--- config.mk ---
export PLATFORM = sky130hd
export DESIGN_NAME = stg_tone_gen
export DESIGN_NICKNAME = d
export VERILOG_FILES = /design/src/logic/stg_tone_gen.v /design/src/logic/stg_tone_timer.v
export VERILOG_INCLUDE_DIRS = /design/src /design/src/logic
export SDC_FILE = /design/constraint.sdc
export NUM_CORES = 1
export LEC_CHECK = 0
export CAP_MARGIN = 15
export CORE_ASPECT_RATIO = 0.8
export CORE_MARGIN = 2
export CORE_UTILIZATION = 50
export CTS_CLUSTER_DIAMETER = 60
export DETAILED_ROUTE_END_ITERATION = 10
export DONT_BUFFER_PORTS = 1
export GPL_ROUTABILITY_DRIVEN = 0
export GPL_TIMING_DRIVEN = 0
export MAX_ROUTING_LAYER = met4
export SETUP_SLACK_MARGIN = 0.3
export SLEW_MARGIN = 20
export SYNTH_ARGS = -nofsm -noshare
export SYNTH_HDL_FRONTEND = slang
export SYNTH_SLANG_ARGS = --single-unit
--- constraint.sdc ---
create_clock -name sys_clk -period 9.55 [get_ports sys_clk]
set_clock_uncertainty 0.1 [all_clocks]
set_input_delay 0.955 -clock sys_clk [delete_from_list [all_inputs] [get_ports sys_clk]]
set_output_delay 0.955 -clock sys_clk [all_outputs]
set_load 0.01 [all_outputs]
--- src/logic/stg_defines.vh ---
// register offsets, field positions, reset values and timing counts for the tone generator
`ifndef STG_DEFINES_VH
`define STG_DEFINES_VH

// register byte offsets
`define STG_CTRL0_OFFSET    12'h000
`define STG_CTRL1_OFFSET    12'h004
`define STG_STATUS_OFFSET   12'h008
`define STG_DUTY_OFFSET     12'h00C

// control register fields
`define STG_DIV_LSB         0
`define STG_DIV_MSB         15
`define STG_CHAN_LSB        16
`define STG_CHAN_MSB        19
`define STG_START_BIT       24
`define STG_STOP_BIT        25

// reset values
`define STG_DIV_RESET       16'h0000
`define STG_CHAN_RESET      4'h0
`define STG_DUTY_RESET      16'h0000

// reference tick rate and system clock
`define STG_REF_HZ          2304000
`define STG_CLK_HZ          100000000
`define STG_ACC_W           27

// channel count and group bases
`define STG_NCHAN           16
`define STG_GRP0_CHAN       4'h0
`define STG_GRP1_CHAN       4'h3

`endif

--- src/logic/stg_tone_gen.v ---
// square-wave tone generator on two shared pulse-channel timers, APB slave
//
// Register access over APB and the register addresses are this design's own decisions.
`include "stg_defines.vh"

module stg_tone_gen (
  // clock and reset
  input  wire        sys_clk,
  input  wire        rst_n,
  // apb slave
  input  wire        psel,
  input  wire        penable,
  input  wire        pwrite,
  input  wire [11:0] paddr,
  input  wire [31:0] pwdata,
  output reg  [31:0] prdata,
  output reg         pready,
  output reg         pslverr,
  // pulse channel pins and their output enables (set by software pin config)
  input  wire [15:0] pinOutputMode,
  output reg  [15:0] pulseOut
);

  // per group control
  reg [15:0] div0_reg;
  reg [15:0] div1_reg;
  reg [3:0]  chan0_reg;
  reg [3:0]  chan1_reg;
  reg        run0_reg;
  reg        run1_reg;
  reg [15:0] duty_reg;   // plain pulse output levels for channels not blocked
  reg [`STG_ACC_W-1:0] acc_reg;
  reg        refTick_reg;
  // accumulator step and wrap, cut back to the accumulator width on purpose
  wire [31:0] accSum  = {5'h00, acc_reg} + `STG_REF_HZ + `STG_REF_HZ;
  wire [31:0] accWrap = accSum - `STG_CLK_HZ;
  wire       wave0;
  wire       wave1;

  // access phase of an apb transfer; answered after one wait state
  wire       access = psel && penable && !pready;
  wire       wr     = psel && penable && pready && pwrite; // lands on the completing edge

  // group of a channel: 0 for 0..2, 1 for 3..5, 2 for none
  function [1:0] grpOf;
    input [3:0] ch;
    begin
      if (ch <= 4'h2) grpOf = 2'h0;
      else if (ch <= 4'h5) grpOf = 2'h1;
      else grpOf = 2'h2;
    end
  endfunction

  // fractional accumulator ticking at twice the reference rate, since the
  // timer toggles once per divisor ticks and a period needs two toggles
  always @(posedge sys_clk or negedge rst_n) begin
    if (!rst_n) begin
      acc_reg     <= {`STG_ACC_W{1'b0}};
      refTick_reg <= 1'b0;
    end else if (accSum >= `STG_CLK_HZ) begin
      acc_reg     <= accWrap[`STG_ACC_W-1:0];
      refTick_reg <= 1'b1;
    end else begin
      acc_reg     <= accSum[`STG_ACC_W-1:0];
      refTick_reg <= 1'b0;
    end
  end

  // control register writes; start and stop are actions, stop reads back zero and the start bit reads back the run state
  always @(posedge sys_clk or negedge rst_n) begin
    if (!rst_n) begin
      div0_reg  <= `STG_DIV_RESET;
      div1_reg  <= `STG_DIV_RESET;
      chan0_reg <= `STG_CHAN_RESET;
      chan1_reg <= `STG_CHAN_RESET;
      run0_reg  <= 1'b0;
      run1_reg  <= 1'b0;
      duty_reg  <= `STG_DUTY_RESET;
    end else if (wr) begin
      if (paddr == `STG_CTRL0_OFFSET) begin
        div0_reg  <= pwdata[`STG_DIV_MSB:`STG_DIV_LSB];
        chan0_reg <= pwdata[`STG_CHAN_MSB:`STG_CHAN_LSB];
        if (pwdata[`STG_STOP_BIT])
          run0_reg <= 1'b0;
        else if (pwdata[`STG_START_BIT])
          run0_reg <= 1'b1;
      end else if (paddr == `STG_CTRL1_OFFSET) begin
        div1_reg  <= pwdata[`STG_DIV_MSB:`STG_DIV_LSB];
        chan1_reg <= pwdata[`STG_CHAN_MSB:`STG_CHAN_LSB];
        if (pwdata[`STG_STOP_BIT])
          run1_reg <= 1'b0;
        else if (pwdata[`STG_START_BIT])
          run1_reg <= 1'b1;
      end else if (paddr == `STG_DUTY_OFFSET) begin
        duty_reg <= pwdata[15:0];
      end
    end
  end

  // independent timers, one per group
  stg_tone_timer uTimer0 (
    .sys_clk      (sys_clk),
    .rst_n        (rst_n),
    .refTick      (refTick_reg),
    .runEn        (run0_reg),
    .divisorValue (div0_reg),
    .waveOut      (wave0)
  );

  stg_tone_timer uTimer1 (
    .sys_clk      (sys_clk),
    .rst_n        (rst_n),
    .refTick      (refTick_reg),
    .runEn        (run1_reg),
    .divisorValue (div1_reg),
    .waveOut      (wave1)
  );

  // per channel output: tone on the selected channel, blocked group low,
  // otherwise plain level; pins not set to output stay low
  genvar gi;
  generate
    for (gi = 0; gi < `STG_NCHAN; gi = gi + 1) begin : gCh
      localparam integer CH = gi;
      wire [1:0] g = grpOf(CH[3:0]);
      wire blk0 = run0_reg && (g == 2'h0);
      wire blk1 = run1_reg && (g == 2'h1);
      wire tone0 = run0_reg && (chan0_reg == CH[3:0]);
      wire tone1 = run1_reg && (chan1_reg == CH[3:0]);
      always @(posedge sys_clk or negedge rst_n) begin
        if (!rst_n)
          pulseOut[gi] <= 1'b0;
        else if (!pinOutputMode[gi])
          pulseOut[gi] <= 1'b0;
        else if (tone0)
          pulseOut[gi] <= wave0;
        else if (tone1)
          pulseOut[gi] <= wave1;
        else if (blk0 || blk1)
          pulseOut[gi] <= 1'b0;
        else
          pulseOut[gi] <= duty_reg[gi];
      end
    end
  endgenerate

  // apb answer: one wait state, unmapped addresses answer with an error
  always @(posedge sys_clk or negedge rst_n) begin
    if (!rst_n) begin
      pready  <= 1'b0;
      pslverr <= 1'b0;
      prdata  <= 32'h00000000;
    end else if (access) begin
      pready  <= 1'b1;
      pslverr <= 1'b0;
      prdata  <= 32'h00000000;
      if (paddr == `STG_CTRL0_OFFSET)
        prdata <= {6'h00, 1'b0, run0_reg, 4'h0, chan0_reg, div0_reg};
      else if (paddr == `STG_CTRL1_OFFSET)
        prdata <= {6'h00, 1'b0, run1_reg, 4'h0, chan1_reg, div1_reg};
      else if (paddr == `STG_STATUS_OFFSET)
        prdata <= {28'h0000000, wave1, wave0, run1_reg, run0_reg};
      else if (paddr == `STG_DUTY_OFFSET)
        prdata <= {16'h0000, duty_reg};
      else
        pslverr <= 1'b1;
    end else begin
      pready  <= 1'b0;
      pslverr <= 1'b0;
    end
  end

endmodule // stg_tone_gen

--- src/logic/stg_tone_timer.v ---
// one shared divisor timer producing a square wave toggle per reload
`include "stg_defines.vh"

module stg_tone_timer (
  // clock and reset
  input  wire        sys_clk,
  input  wire        rst_n,
  // reference tick enable
  input  wire        refTick,
  // control
  input  wire        runEn,
  input  wire [15:0] divisorValue,
  // output
  output reg         waveOut
);

  reg [15:0] count_reg;

  // count ticks; toggle and reload when the divisor is reached
  always @(posedge sys_clk or negedge rst_n) begin
    if (!rst_n) begin
      count_reg <= 16'h0000;
      waveOut   <= 1'b0;
    end else if (!runEn || divisorValue == 16'h0000) begin
      count_reg <= 16'h0000;
      waveOut   <= 1'b0;
    end else if (refTick) begin
      if (count_reg + 16'h0001 >= divisorValue) begin
        count_reg <= 16'h0000;
        waveOut   <= ~waveOut;
      end else begin
        count_reg <= count_reg + 16'h0001;
      end
    end
  end

endmodule // stg_tone_timer

==> After elaboration in Yosys (flattened, before gate mapping) <==
Cells that the tools add are included.
{ "totals": {"input_bits": 65, "out_inout_bits": 50, "reg_bits": 170, "ramBits": 0, "latchBits": 0, "word_cells": 215, "romBits": 0, "n_memories": 0} }
{ "classes": {"n_addsub": 5, "eq_ne": 33, "n_mux": 80, "reduce_logical": 58, "shifts": 0, "n_bitwise": 4, "n_mul": 0, "div_mod_pow": 0, "magnitude_cmp": 3} }
{ "op_table": {"columns": ["cell", "n"], "rows": [
  ["16-bit two-way mux", 8],
  ["1-bit two-way mux", 69],
  ["4-bit equality test (second input constant)", 16],
  ["25-bit two-way mux", 2],
  ["1-bit logical AND", 36],
  ["16-bit by 1-bit adder with 16-bit output (second input constant)", 2],
  ["4-bit by 3-bit equality test with 1-bit output (second input constant)", 8],
  ["16-bit greater-or-equal comparator", 2],
  ["16-bit zero test", 2],
  ["28-bit by 22-bit adder with 29-bit output (second input constant)", 1],
  ["29-bit by 27-bit greater-or-equal comparator with 1-bit output (second input constant)", 1],
  ["27-bit by 22-bit adder with 28-bit output (second input constant)", 1],
  ["27-bit two-way mux", 1],
  ["27-bit subtractor (second input constant)", 1],
  ["12-bit by 4-bit equality test with 1-bit output (second input constant)", 2],
  ["4-bit by 2-bit equality test with 1-bit output (second input constant)", 4],
  ["12-bit by 3-bit equality test with 1-bit output (second input constant)", 1],
  ["12-bit zero test", 1],
  ["2-bit nonzero test", 5],
  ["4-bit by 1-bit equality test with 1-bit output (second input constant)", 2],
  ["4-bit zero test", 2],
  ["4-bit AND reduction", 2],
  ["2-bit AND reduction", 3],
  ["3-bit AND reduction", 2],
  ["other kinds (3)", 9]
]} }

==> Logic depth before layout (Yosys ltp) <==
Gate-level depths: netlist of run 1.
{ "depth": {"depth_word": 6, "mapped_depth": 17, "depth_no_buf": 16} }

==> Cells and area by module <==
Synthesis of run 1 repeated with hierarchy kept, for this count alone.
{ "hier_totals": {"hier_cells": 903, "area_unflattened_um2": 9016.1} }
{ "modules_own_cells": {"columns": ["module", "area_each_um2", "cells_per_inst", "instances", "seq_area_each_um2"], "rows": [
  ["stg_tone_gen", 6180.9, 565, 1, 2927.8],
  ["stg_tone_timer at uTimer0", 1448.9, 174, 1, 425.4],
  ["stg_tone_timer at uTimer1", 1386.3, 164, 1, 425.4]
]} }

==> Least setup slack after synthesis of run 1 <==
No wires, ideal clock.
{ "synth_timing": {"kind": "register -> register", "startpoint": "reg uTimer0.count_reg[0]", "endpoint": "reg uTimer0.count_reg[10]", "stages_incl_launch_ff": 16, "period_less_slack_ns": 3.511, "path_slack_ns": 6.039, "required_ns": 9.329, "setup_time_ns": 0.121, "path_buffers": 2, "t_arrival_ns": 3.290, "cell_sequence": "dfrtp_1 and3_1 nand3_1 nor3_1 and3_1 nand3_1 or3_1 xnor2_1 ha_1 nand4_1 nor3_1 a211oi_2 and3_1 buf_4 buf_6 a22o_1"} }
{ "synth_via": {"elab_chain_len": 5} }
{ "synth_rtl": {"columns": ["element", "line_no", "text"], "rows": [
  ["start: declaration", "stg_tone_timer.v:17", "reg [15:0] count_reg;"],
  ["start signal: assignment", "stg_tone_timer.v:32", "count_reg <= count_reg + 16'h0001;"],
  ["16-bit by 1-bit adder with 16-bit output *", "stg_tone_timer.v:28, stg_tone_timer.v:32", null],
  ["16-bit greater-or-equal comparator", "stg_tone_timer.v:28", "if (count_reg + 16'h0001 >= divisorValue) begin"],
  ["16-bit two-way mux *", "stg_tone_timer.v:28", null],
  ["16-bit two-way mux *", "stg_tone_timer.v:27", "end else if (refTick) begin"],
  ["16-bit two-way mux *", "stg_tone_timer.v:24", "end else if (!runEn || divisorValue == 16'h0000) begin"]
]} }
Every way passes the cells marked *; elsewhere a longest branch is shown, timed or not. The select of a mux whose other input is x is not followed.
A chain may end at the register's enable or synchronous reset.

==> Final worst setup path of run 1 <==
{ "layout_timing": {"startpoint": "reg uTimer0.count_reg[0]", "endpoint": "reg uTimer0.count_reg[9]"} }
The elaborated chain is that of the path after synthesis.

==> results of run 1 <==
## logic make-up (layout without fill, tap and decap cells)
| group | after synthesis | after routing | share of synthesized area [%] |
|---|---|---|---|
| mux | 46 | 46 | 6.09 |
| other cells | 1 | 11 | 0.0426 |
| xor+xnor | 54 | 54 | 5.46 |
| simple gates | 320 | 320 | 18.2 |
| flops | 151 | 151 | 43.0 |
| compound gates | 213 | 213 | 16.3 |
| buf+inv | 103 | 135 | 5.39 |
| fa+ha+maj | 39 | 39 | 5.55 |
## per-layer routing
layer | wire length (µm) | vias to the layer above | share of wire, %
met1 | 10500 | 3377 | 47
met2 | 10100 | 242 | 45
met4 | 544 | 0 | 2.4
met3 | 1390 | 37 | 6.2
li1 | - | 3319 | -
met5 | 0 | - | 0
## stage by stage
stage	util (%)	cells	area, µm²
finish	56.3	1194	9720
global route	56.3	1194	9720
detailed placement	52.8	1162	9110
global placement	52.8	1162	9110
CTS	56.3	1194	9720
floorplan	-	937	8830
## worst reg2reg max path: stages, from the launching register on
cell,delay (ns)
dfrtp_1,0.43
ha_1,0.26
and3_1,0.23
and3_1,0.20
and3_1,0.27
and3_1,0.27
nand3_1,0.17
xnor2_1,0.29
ha_1,0.30
a21o_1,0.16
a21o_1,0.25
a211oi_2,0.55
and3_1,0.24
buf_4,0.15
buf_6,0.15
a22o_1,0.14
## synth_stat cells, types with 7 or more instances
library cell / number
dfrtp_1: 151
nand2_1: 125
o21ai_0: 74
inv_1: 50
nor2_1: 49
ha_1: 39
a21oi_1: 37
xnor2_1: 35
nand3_1: 31
clkbuf_1: 27
mux2i_1: 22
mux2_2: 20
xor2_1: 18
a21o_1: 17
a22o_1: 17
nand4_1: 15
and3_1: 14
nor2b_1: 14
buf_4: 13
a31oi_1: 11
nand2b_1: 11
nor4_1: 9
o211a_1: 9
nor3_1: 8
buf_2: 7
nand3b_1: 7
## cell type report
class / instances / area (µm²)
buffer: 52 / 283
clock buffer: 20 / 457
clock inverter: 12 / 151
fill: 1534 / 7550
inverter: 51 / 191
multi-input combinational: 683 / 4580
sequential: 151 / 3780
tap: 225 / 282
## report_power, final
group          internal (mW)  leakage [nW]  switching, mW
registers              0.641          1.89        0.00125
clock network          0.424         0.284          0.274
logic                0.00799          2.56         0.0107
## worst max-delay path by stage
stage | slack [ns] | depth (start not counted) | from | end
after floorplan | 6.04 | 15 | uTimer0.count_reg[0]$_DFFE_PN0P_ | uTimer0.count_reg[10]$_DFFE_PN0P_
after global placement | 5.41 | 14 | uTimer0.count_reg[0]$_DFFE_PN0P_ | uTimer0.count_reg[5]$_DFFE_PN0P_
after detailed placement | 5.35 | 14 | uTimer0.count_reg[0]$_DFFE_PN0P_ | uTimer0.count_reg[3]$_DFFE_PN0P_
after CTS | 5.32 | 14 | uTimer0.count_reg[0]$_DFFE_PN0P_ | uTimer0.count_reg[4]$_DFFE_PN0P_
after global routing | 5.02 | 14 | uTimer0.count_reg[0]$_DFFE_PN0P_ | uTimer0.count_reg[15]$_DFFE_PN0P_
final | 5.33 | 15 | uTimer0.count_reg[0]$_DFFE_PN0P_ | uTimer0.count_reg[9]$_DFFE_PN0P_
==> insert_results.sql, run 1 <==
INSERT INTO impl_metrics (metric_group, metric, value, unit) VALUES
('status', 'outcome', 'complete, no violations', ''),
('sta', 'hold_viol', '0', ''),
('worst_setup_path', 'critPathSlowestCell', 'a211oi_2', ''),
('floorplanning', 'rows', '43', ''),
('global_route', 'globalRouteOverflowTotal', '0', ''),
('yosys', 'synth_seq_area_share', '43.0', '%'),
('sta', 'setup-tns-final', '0', 'ns'),
('drt', 'drt_wl_total', '22.6', 'mm'),
('worst_setup_path', 'timing.rr.end', 'uTimer0.count_reg[9]$_DFFE_PN0P_', ''),
('drt', 'wl_per_cell', '18.9', 'µm'),
('yosys', 'synth_top_cell_area_share', '43.0', '%'),
('yosys', 'synth_cell_type_count', '75', ''),
('clock_tree', 'clock_path_buffers', '2', ''),
('clock_tree', 'cts_tree', 'built', ''),
('yosys', 'synth.ff_latch_count', '151', ''),
('drt', 'vias', '6975', ''),
('sta', 'finalCritPeriodShare', '44.2', '%'),
('clock_tree', 'numClockSinks', '151', ''),
('yosys', 'synth_area_per_cell', '9.49', 'µm²'),
('floorplanning', 'start_util', '50.9', '%'),
('global_route', 'grt.total_usage', '25.8', '%'),
('global_route', 'global_route.peak_usage_layer', 'met2', ''),
('yosys', 'synth_enable_flop_cells', '0', ''),
('worst_setup_path', 'critical_path_class', 'flip-flop to flip-flop', ''),
('worst_setup_path', 'critical_path.most_common_cell', 'and3_1', ''),
('sta', 'final_setup_violation_count', '0', ''),
('yosys', 'post_synth_inst_count', '927', ''),
('yosys', 'synth_largest_area_cell', 'dfrtp_1', ''),
('clock_tree', 'clk_pin_slew_worst_paths', '0.06', 'ns'),
('clock_tree', 'cts_resized', '0', ''),
('floorplanning', 'floorplan.core_area', '17300', 'µm²'),
('drt', 'drt_first_iter_violations', '471', ''),
('worst_setup_path', 'timing.critical_path.to_type', 'flip-flop', ''),
('worst_setup_path', 'rrSetupSlack', '5.33', 'ns'),
('worst_setup_path', 'timing.critical_path.cells', 'ha_1 > and3_1 > and3_1 > and3_1 > and3_1 > nand3_1 > xnor2_1 > ha_1 > a21o_1 > a21o_1 > a211oi_2 > and3_1 > buf_4 > buf_6 > a22o_1', ''),
('sta', 'post-route-worst-setup-slack', '5.33', 'ns'),
('pwr', 'p_leak', '4.74', 'nW'),
('placed_design', 'detailedPlace.worstSlack', '5.35', 'ns'),
('clock_tree', 'cts-htree-levels', '4', ''),
('sta', 'final-max-slew-violation-count', '0', ''),
('clock_tree', 'cts-buffers-inserted', '17', ''),
('clock_tree', 'holdBufCountCts', '0', ''),
('drt', 'remaining_drc_errors', '0', ''),
('layout', 'antenna_cells', '0', ''),
('global_route', 'grt_first_pass_wirelength', '36.3', 'mm'),
('sta', 'clock.fmax', '237', 'MHz'),
('layout', 'syn_to_final_growth', '10.5', '%'),
('floorplanning', 'die_height', '123', 'µm'),
('placed_design', 'detailed_place_hpwl', '17.2', 'mm'),
('global_route', 'grt.met1_usage', '35.4', '%'),
('global_route', 'grt_max_degree', '152', ''),
('layout', 'most-common-layout-cells', '151 x dfrtp_1, 125 x nand2_1, 74 x o21ai_0, 50 x inv_1, 49 x nor2_1', ''),
('global_route', 'via_count_of_the_first_global_routing_pass', '6752', ''),
('worst_setup_path', 'largest_stage_delay_worst_path', '0.55', 'ns'),
('flow_run', 'max-cap-violations', '0', ''),
('min_path', 'hold_path_class', 'primary input to async pin', ''),
('sta', 'relSlewSlack', '45.3', '%'),
('floorplanning', 'die_x', '152', 'µm'),
('drt', 'post_drt_via_cell_ratio', '5.84', ''),
('placed_design', 'io_buffers', '0', ''),
('yosys', 'synthesis.area', '8790', 'µm²'),
('worst_setup_path', 'reg2reg_from', 'uTimer0.count_reg[0]$_DFFE_PN0P_', ''),
('yosys', 'async_flop_share', '100', '%'),
('worst_setup_path', 'critical_path_peak_fanout', '10', ''),
('layout', 'layout.cells.most_common', 'dfrtp_1', ''),
('layout', 'nets', '1060', ''),
('yosys', 'synth_warnings', '0', ''),
('clock_tree', 'clkLatencyLatePin', '0.43', 'ns'),
('layout', 'largest_register_ffs', '21', ''),
('drt', 'router_iterations_before_antenna_repair', '5', ''),
('worst_setup_path', 'reg2regPathDepth', '15', '');
Power figures use the tool's default switching activity.
==> run 2, diff against run 1 <==
ABC_AREA = 1   (was unset)
clock period = 4.1 ns   (was 9.55 ns; I/O delays follow)
==> insert_results.sql, run 2 <==
INSERT INTO impl_metrics (metric_group, metric, value, unit) VALUES
('drt', 'drtAntennaViolNets', '0', ''),
('yosys', 'synth_top_cell_area_share', '41.4', '%'),
('drt', 'drt_wl_total', '24.9', 'mm'),
('clock_tree', 'numClockSinks', '151', ''),
('floorplanning', 'floorplan.io_pins', '115', ''),
('clock_tree', 'holdBufCountCts', '21', ''),
('yosys', 'synth.most_common_cell', 'nand2_1', ''),
('pwr', 'peakVddDrop', '0.000261', 'V'),
('yosys', 'synth_cell_type_count', '43', ''),
('status', 'outcome', 'finished with violations', ''),
('pwr', 'part_of_the_total_power_dissipated_in_sequential_elements', '45.0', '%'),
('worst_setup_path', 'critical_path_class', 'flip-flop to flip-flop', ''),
('clock_tree', 'clkLatencyLatePin', '0.44', 'ns'),
('status', 'violations_in_the_final_reports', 'hold timing', ''),
('sta', 'fin_crit', '3.45', 'ns'),
('worst_setup_path', 'required_time_at_the_worst_slack_endpoint', '4.30', 'ns'),
('placed_design', 'io_buffers', '0', ''),
('yosys', 'synth_seq_area_share', '41.4', '%'),
('yosys', 'synthXorXnorAreaFrac', '4.03', '%'),
('sta', 'clock.fmax', '290', 'MHz'),
('yosys', 'post_synth_inst_count', '1164', ''),
('floorplanning', 'die_height', '125', 'µm'),
('sta', 'timing_worst_slew_pin_value', '0.618', 'ns'),
('layout', 'layout.cells.most_common', 'nand2_1', ''),
('layout', 'num-fill-cells', '1675', ''),
('yosys', 'synth_warnings', '0', ''),
('yosys', 'synth.ff_latch_count', '151', ''),
('layout', 'syn_to_final_growth', '13.9', '%'),
('global_route', 'grt.total_usage', '27.5', '%'),
('global_route', 'grt_first_pass_wirelength', '40.1', 'mm'),
('yosys', 'async_flop_share', '100', '%'),
('clock_tree', 'cts_tree', 'built', ''),
('floorplanning', 'die_x', '155', 'µm'),
('clock_tree', 'cts-buffers-inserted', '17', ''),
('sta', 'final_setup_violation_count', '0', ''),
('layout', 'largest_register_ffs', '21', ''),
('pwr', 'swShare', '21.5', '%'),
('pwr', 'power.share.combinational', '2.0', '%'),
('worst_setup_path', 'cp.arrival', '3.65', 'ns'),
('clock_tree', 'cts-htree-levels', '4', ''),
('drt', 'remaining_drc_errors', '0', ''),
('yosys', 'synth_enable_flop_cells', '0', ''),
('yosys', 'synth_area_per_cell', '7.83', 'µm²'),
('floorplanning', 'floorplan.core_area', '18000', 'µm²'),
('yosys', 'netlist_top_cells_area', 'dfrtp_1 41%, nand2_1 10%, inv_1 7.3%', ''),
('sta', 'tightest_hold_margin', '-0.439', 'ns'),
('yosys', 'synth.cells.most_frequent', '248 x nand2_1, 178 x inv_1, 151 x dfrtp_1', ''),
('sta', 'setup-tns-final', '0', 'ns'),
('yosys', 'synth_top_family_by_area', 'simple AND/OR/NAND/NOR gates', ''),
('sta', 'finalCritPeriodShare', '84.1', '%'),
('global_route', 'via_count_of_the_first_global_routing_pass', '7387', ''),
('global_route', 'antenna_violations_before_repair', '1', ''),
('placed_design', 'detailed_place_hpwl', '18.7', 'mm'),
('yosys', 'synth_largest_area_cell', 'dfrtp_1', ''),
('clock_tree', 'clock_path_buffers', '2', ''),
('worst_setup_path', 'critical_path_peak_fanout', '9', ''),
('pwr', 'clock_power_share', '53.0', '%'),
('global_route', 'grt_max_degree', '152', ''),
('pwr', 'cellInternalPower', '2.63', 'mW'),
('floorplanning', 'start_util', '50.6', '%'),
('layout', 'layout-drive-gt1-share', '9.42', '%'),
('drt', 'vias', '7823', ''),
('floorplanning', 'rows', '44', ''),
('layout', 'most-common-layout-cells', '248 x nand2_1, 178 x inv_1, 151 x dfrtp_1, 85 x o21ai_0', ''),
('min_path', 'hold_path_class', 'primary input to async pin', ''),
('floorplanning', 'die_area', '19300', 'µm²'),
('pwr', 'total_power', '3.35', 'mW'),
('drt', 'post_drt_via_cell_ratio', '5.35', ''),
('yosys', 'synth_simple_gate_area_share', '23.9', '%'),
('clock_tree', 'cts_root_buf', 'clkbuf_16', ''),
('sta', 'hold_viol', '151', ''),
('global_route', 'globalRouteOverflowTotal', '0', ''),
('worst_setup_path', 'crit_path_start_kind', 'flip-flop', ''),
('pwr', 'switching_power', '0.720', 'mW'),
('drt', 'router_iterations_before_antenna_repair', '5', ''),
('yosys', 'synth-adder-area-share', '5.35', '%'),
('drt', 'wl_per_cell', '17.0', 'µm'),
('yosys', 'synthesis.area', '9120', 'µm²'),
('pwr', 'p_leak', '5.27', 'nW'),
('pwr', 'power.density_cell_area', '323', 'nW/µm²'),
('clock_tree', 'clk_pin_slew_worst_paths', '0.07', 'ns'),
('yosys', 'compound_gate_portion_of_the_synthesized_area', '14.1', '%'),
('sta', 'unrepaired_setup_endpoints_after_global_routing', 'false', ''),
('sta', 'relSlewSlack', '58.5', '%'),
('drt', 'drt_first_iter_violations', '691', ''),
('sta', 'final-max-slew-violation-count', '0', ''),
('yosys', 'synth.mux.area_fraction', '0.549', '%'),
('layout', 'nets', '1322', ''),
('yosys', 'ys_dominant_reg_cell', 'dfrtp_1', ''),
('flow_run', 'max-cap-violations', '0', ''),
('worst_setup_path', 'timing.critical_path.to_type', 'flip-flop', '');
[run 2: changes by cell type in the layout (fill, tap and decap cells not counted), moves of 20 or more]
cell	previous run	this run
nand3_1	31	77
mux2_2	20	0
xnor2_1	35	3
nand2_1	125	248
xor2_1	18	39
dlygate4sd3_1	0	21
nor2_1	49	77
inv_1	50	178
[run 2: cell families after synthesis]
kind of cell	count (synthesis)
muxes	5
other	1
AOI/OAI and AO/OA	212
buffers and inverters	227
and+or+nand+nor	487
xor gates and xnor gates	42
DFF	151
adders and majority gates	39
[run 2: routing by layer]
layer	GRT usage (%)	up-vias	wire (µm)
li1	-	3926	-
met1	40.2	3670	12300
met2	38.9	200	10700
met3	5.98	27	1560
met4	6.92	0	344
met5	-	-	0
[run 2: final cells by class]
class	instances	area [µm²]	area share, %
antenna	1	2.50	0.0241
buffer	44	280	2.70
clock buffer	18	439	4.23
clock inverter	14	221	2.13
inverter	183	691	6.65
multi-input combinational	796	4440	42.8
sequential	151	3780	36.4
tap	230	288	2.77
timing repair buffer	25	240	2.31
[run 2: final timing paths]
| kind | from | to | slack [ns] | cells after the start |
|---|---|---|---|---|
| min in group sys_clk | pinOutputMode[13] | pulseOut[13]$_DFF_PN0_ | 0.01 | 2 |
| worst min-delay path | rst_n | prdata[17]$_DFFE_PN0P_ | -0.44 | 0 |
| max in group asynchronous | rst_n | uTimer0.count_reg[3]$_DFFE_PN0P_ | 4.06 | 0 |
| worst max register to register | uTimer1.count_reg[0]$_DFFE_PN0P_ | uTimer1.count_reg[9]$_DFFE_PN0P_ | 0.65 | 17 |
| worst max-delay path | uTimer1.count_reg[0]$_DFFE_PN0P_ | uTimer1.count_reg[9]$_DFFE_PN0P_ | 0.65 | 17 |
| worst min register to register | div1_reg[10]$_DFFE_PN0P_ | div1_reg[10]$_DFFE_PN0P_ | 0.38 | 2 |
[run 2: repair_timing]
item | in CTS | in global routing
buffers inserted | 0 | 4
pin swaps | 0 | 2
endpoints found under the setup margin | 9 | 25
hold endpoints to repair | 175 | 151
resized for setup | 1 | 10
[run 2: worst max-delay path: stages, from the launching register on]
cell        delay [ns]
dfrtp_1           0.43
ha_1              0.21
nand3_1           0.12
nor3_2            0.26
nand2_1           0.16
nor3_2            0.18
nand3_1           0.11
xor2_1            0.15
inv_1             0.10
ha_1              0.29
nand3_1           0.09
nor3_1            0.30
nand3_1           0.13
nand4_1           0.22
clkinvlp_4        0.12
buf_4             0.17
nand3_1           0.07
o21ai_0           0.10
[run 2: power by group through the flow]
stage / logic, mW / clock network [mW] / registers, mW
after global routing: 0.0743 / 1.87 / 1.51
final: 0.0684 / 1.78 / 1.51
after global placement: 0.0490 / 0 / 1.54
after CTS: 0.0681 / 1.80 / 1.51
after floorplan: 0.0398 / 0 / 1.54
after detailed placement: 0.0498 / 0 / 1.54
[run 2: stage by stage]
step | area (µm²) | cells | setup slack, ns | util (%)
after floorplan | 9160 | 1174 | 1.07 | -
after global placement | 9440 | 1404 | 0.338 | 52.5
after detailed placement | 9440 | 1404 | 0.274 | 52.5
after CTS | 10300 | 1457 | 0.324 | 57.3
after global routing | 10400 | 1462 | 0.302 | 57.7
final | 10400 | 1462 | 0.653 | 57.7
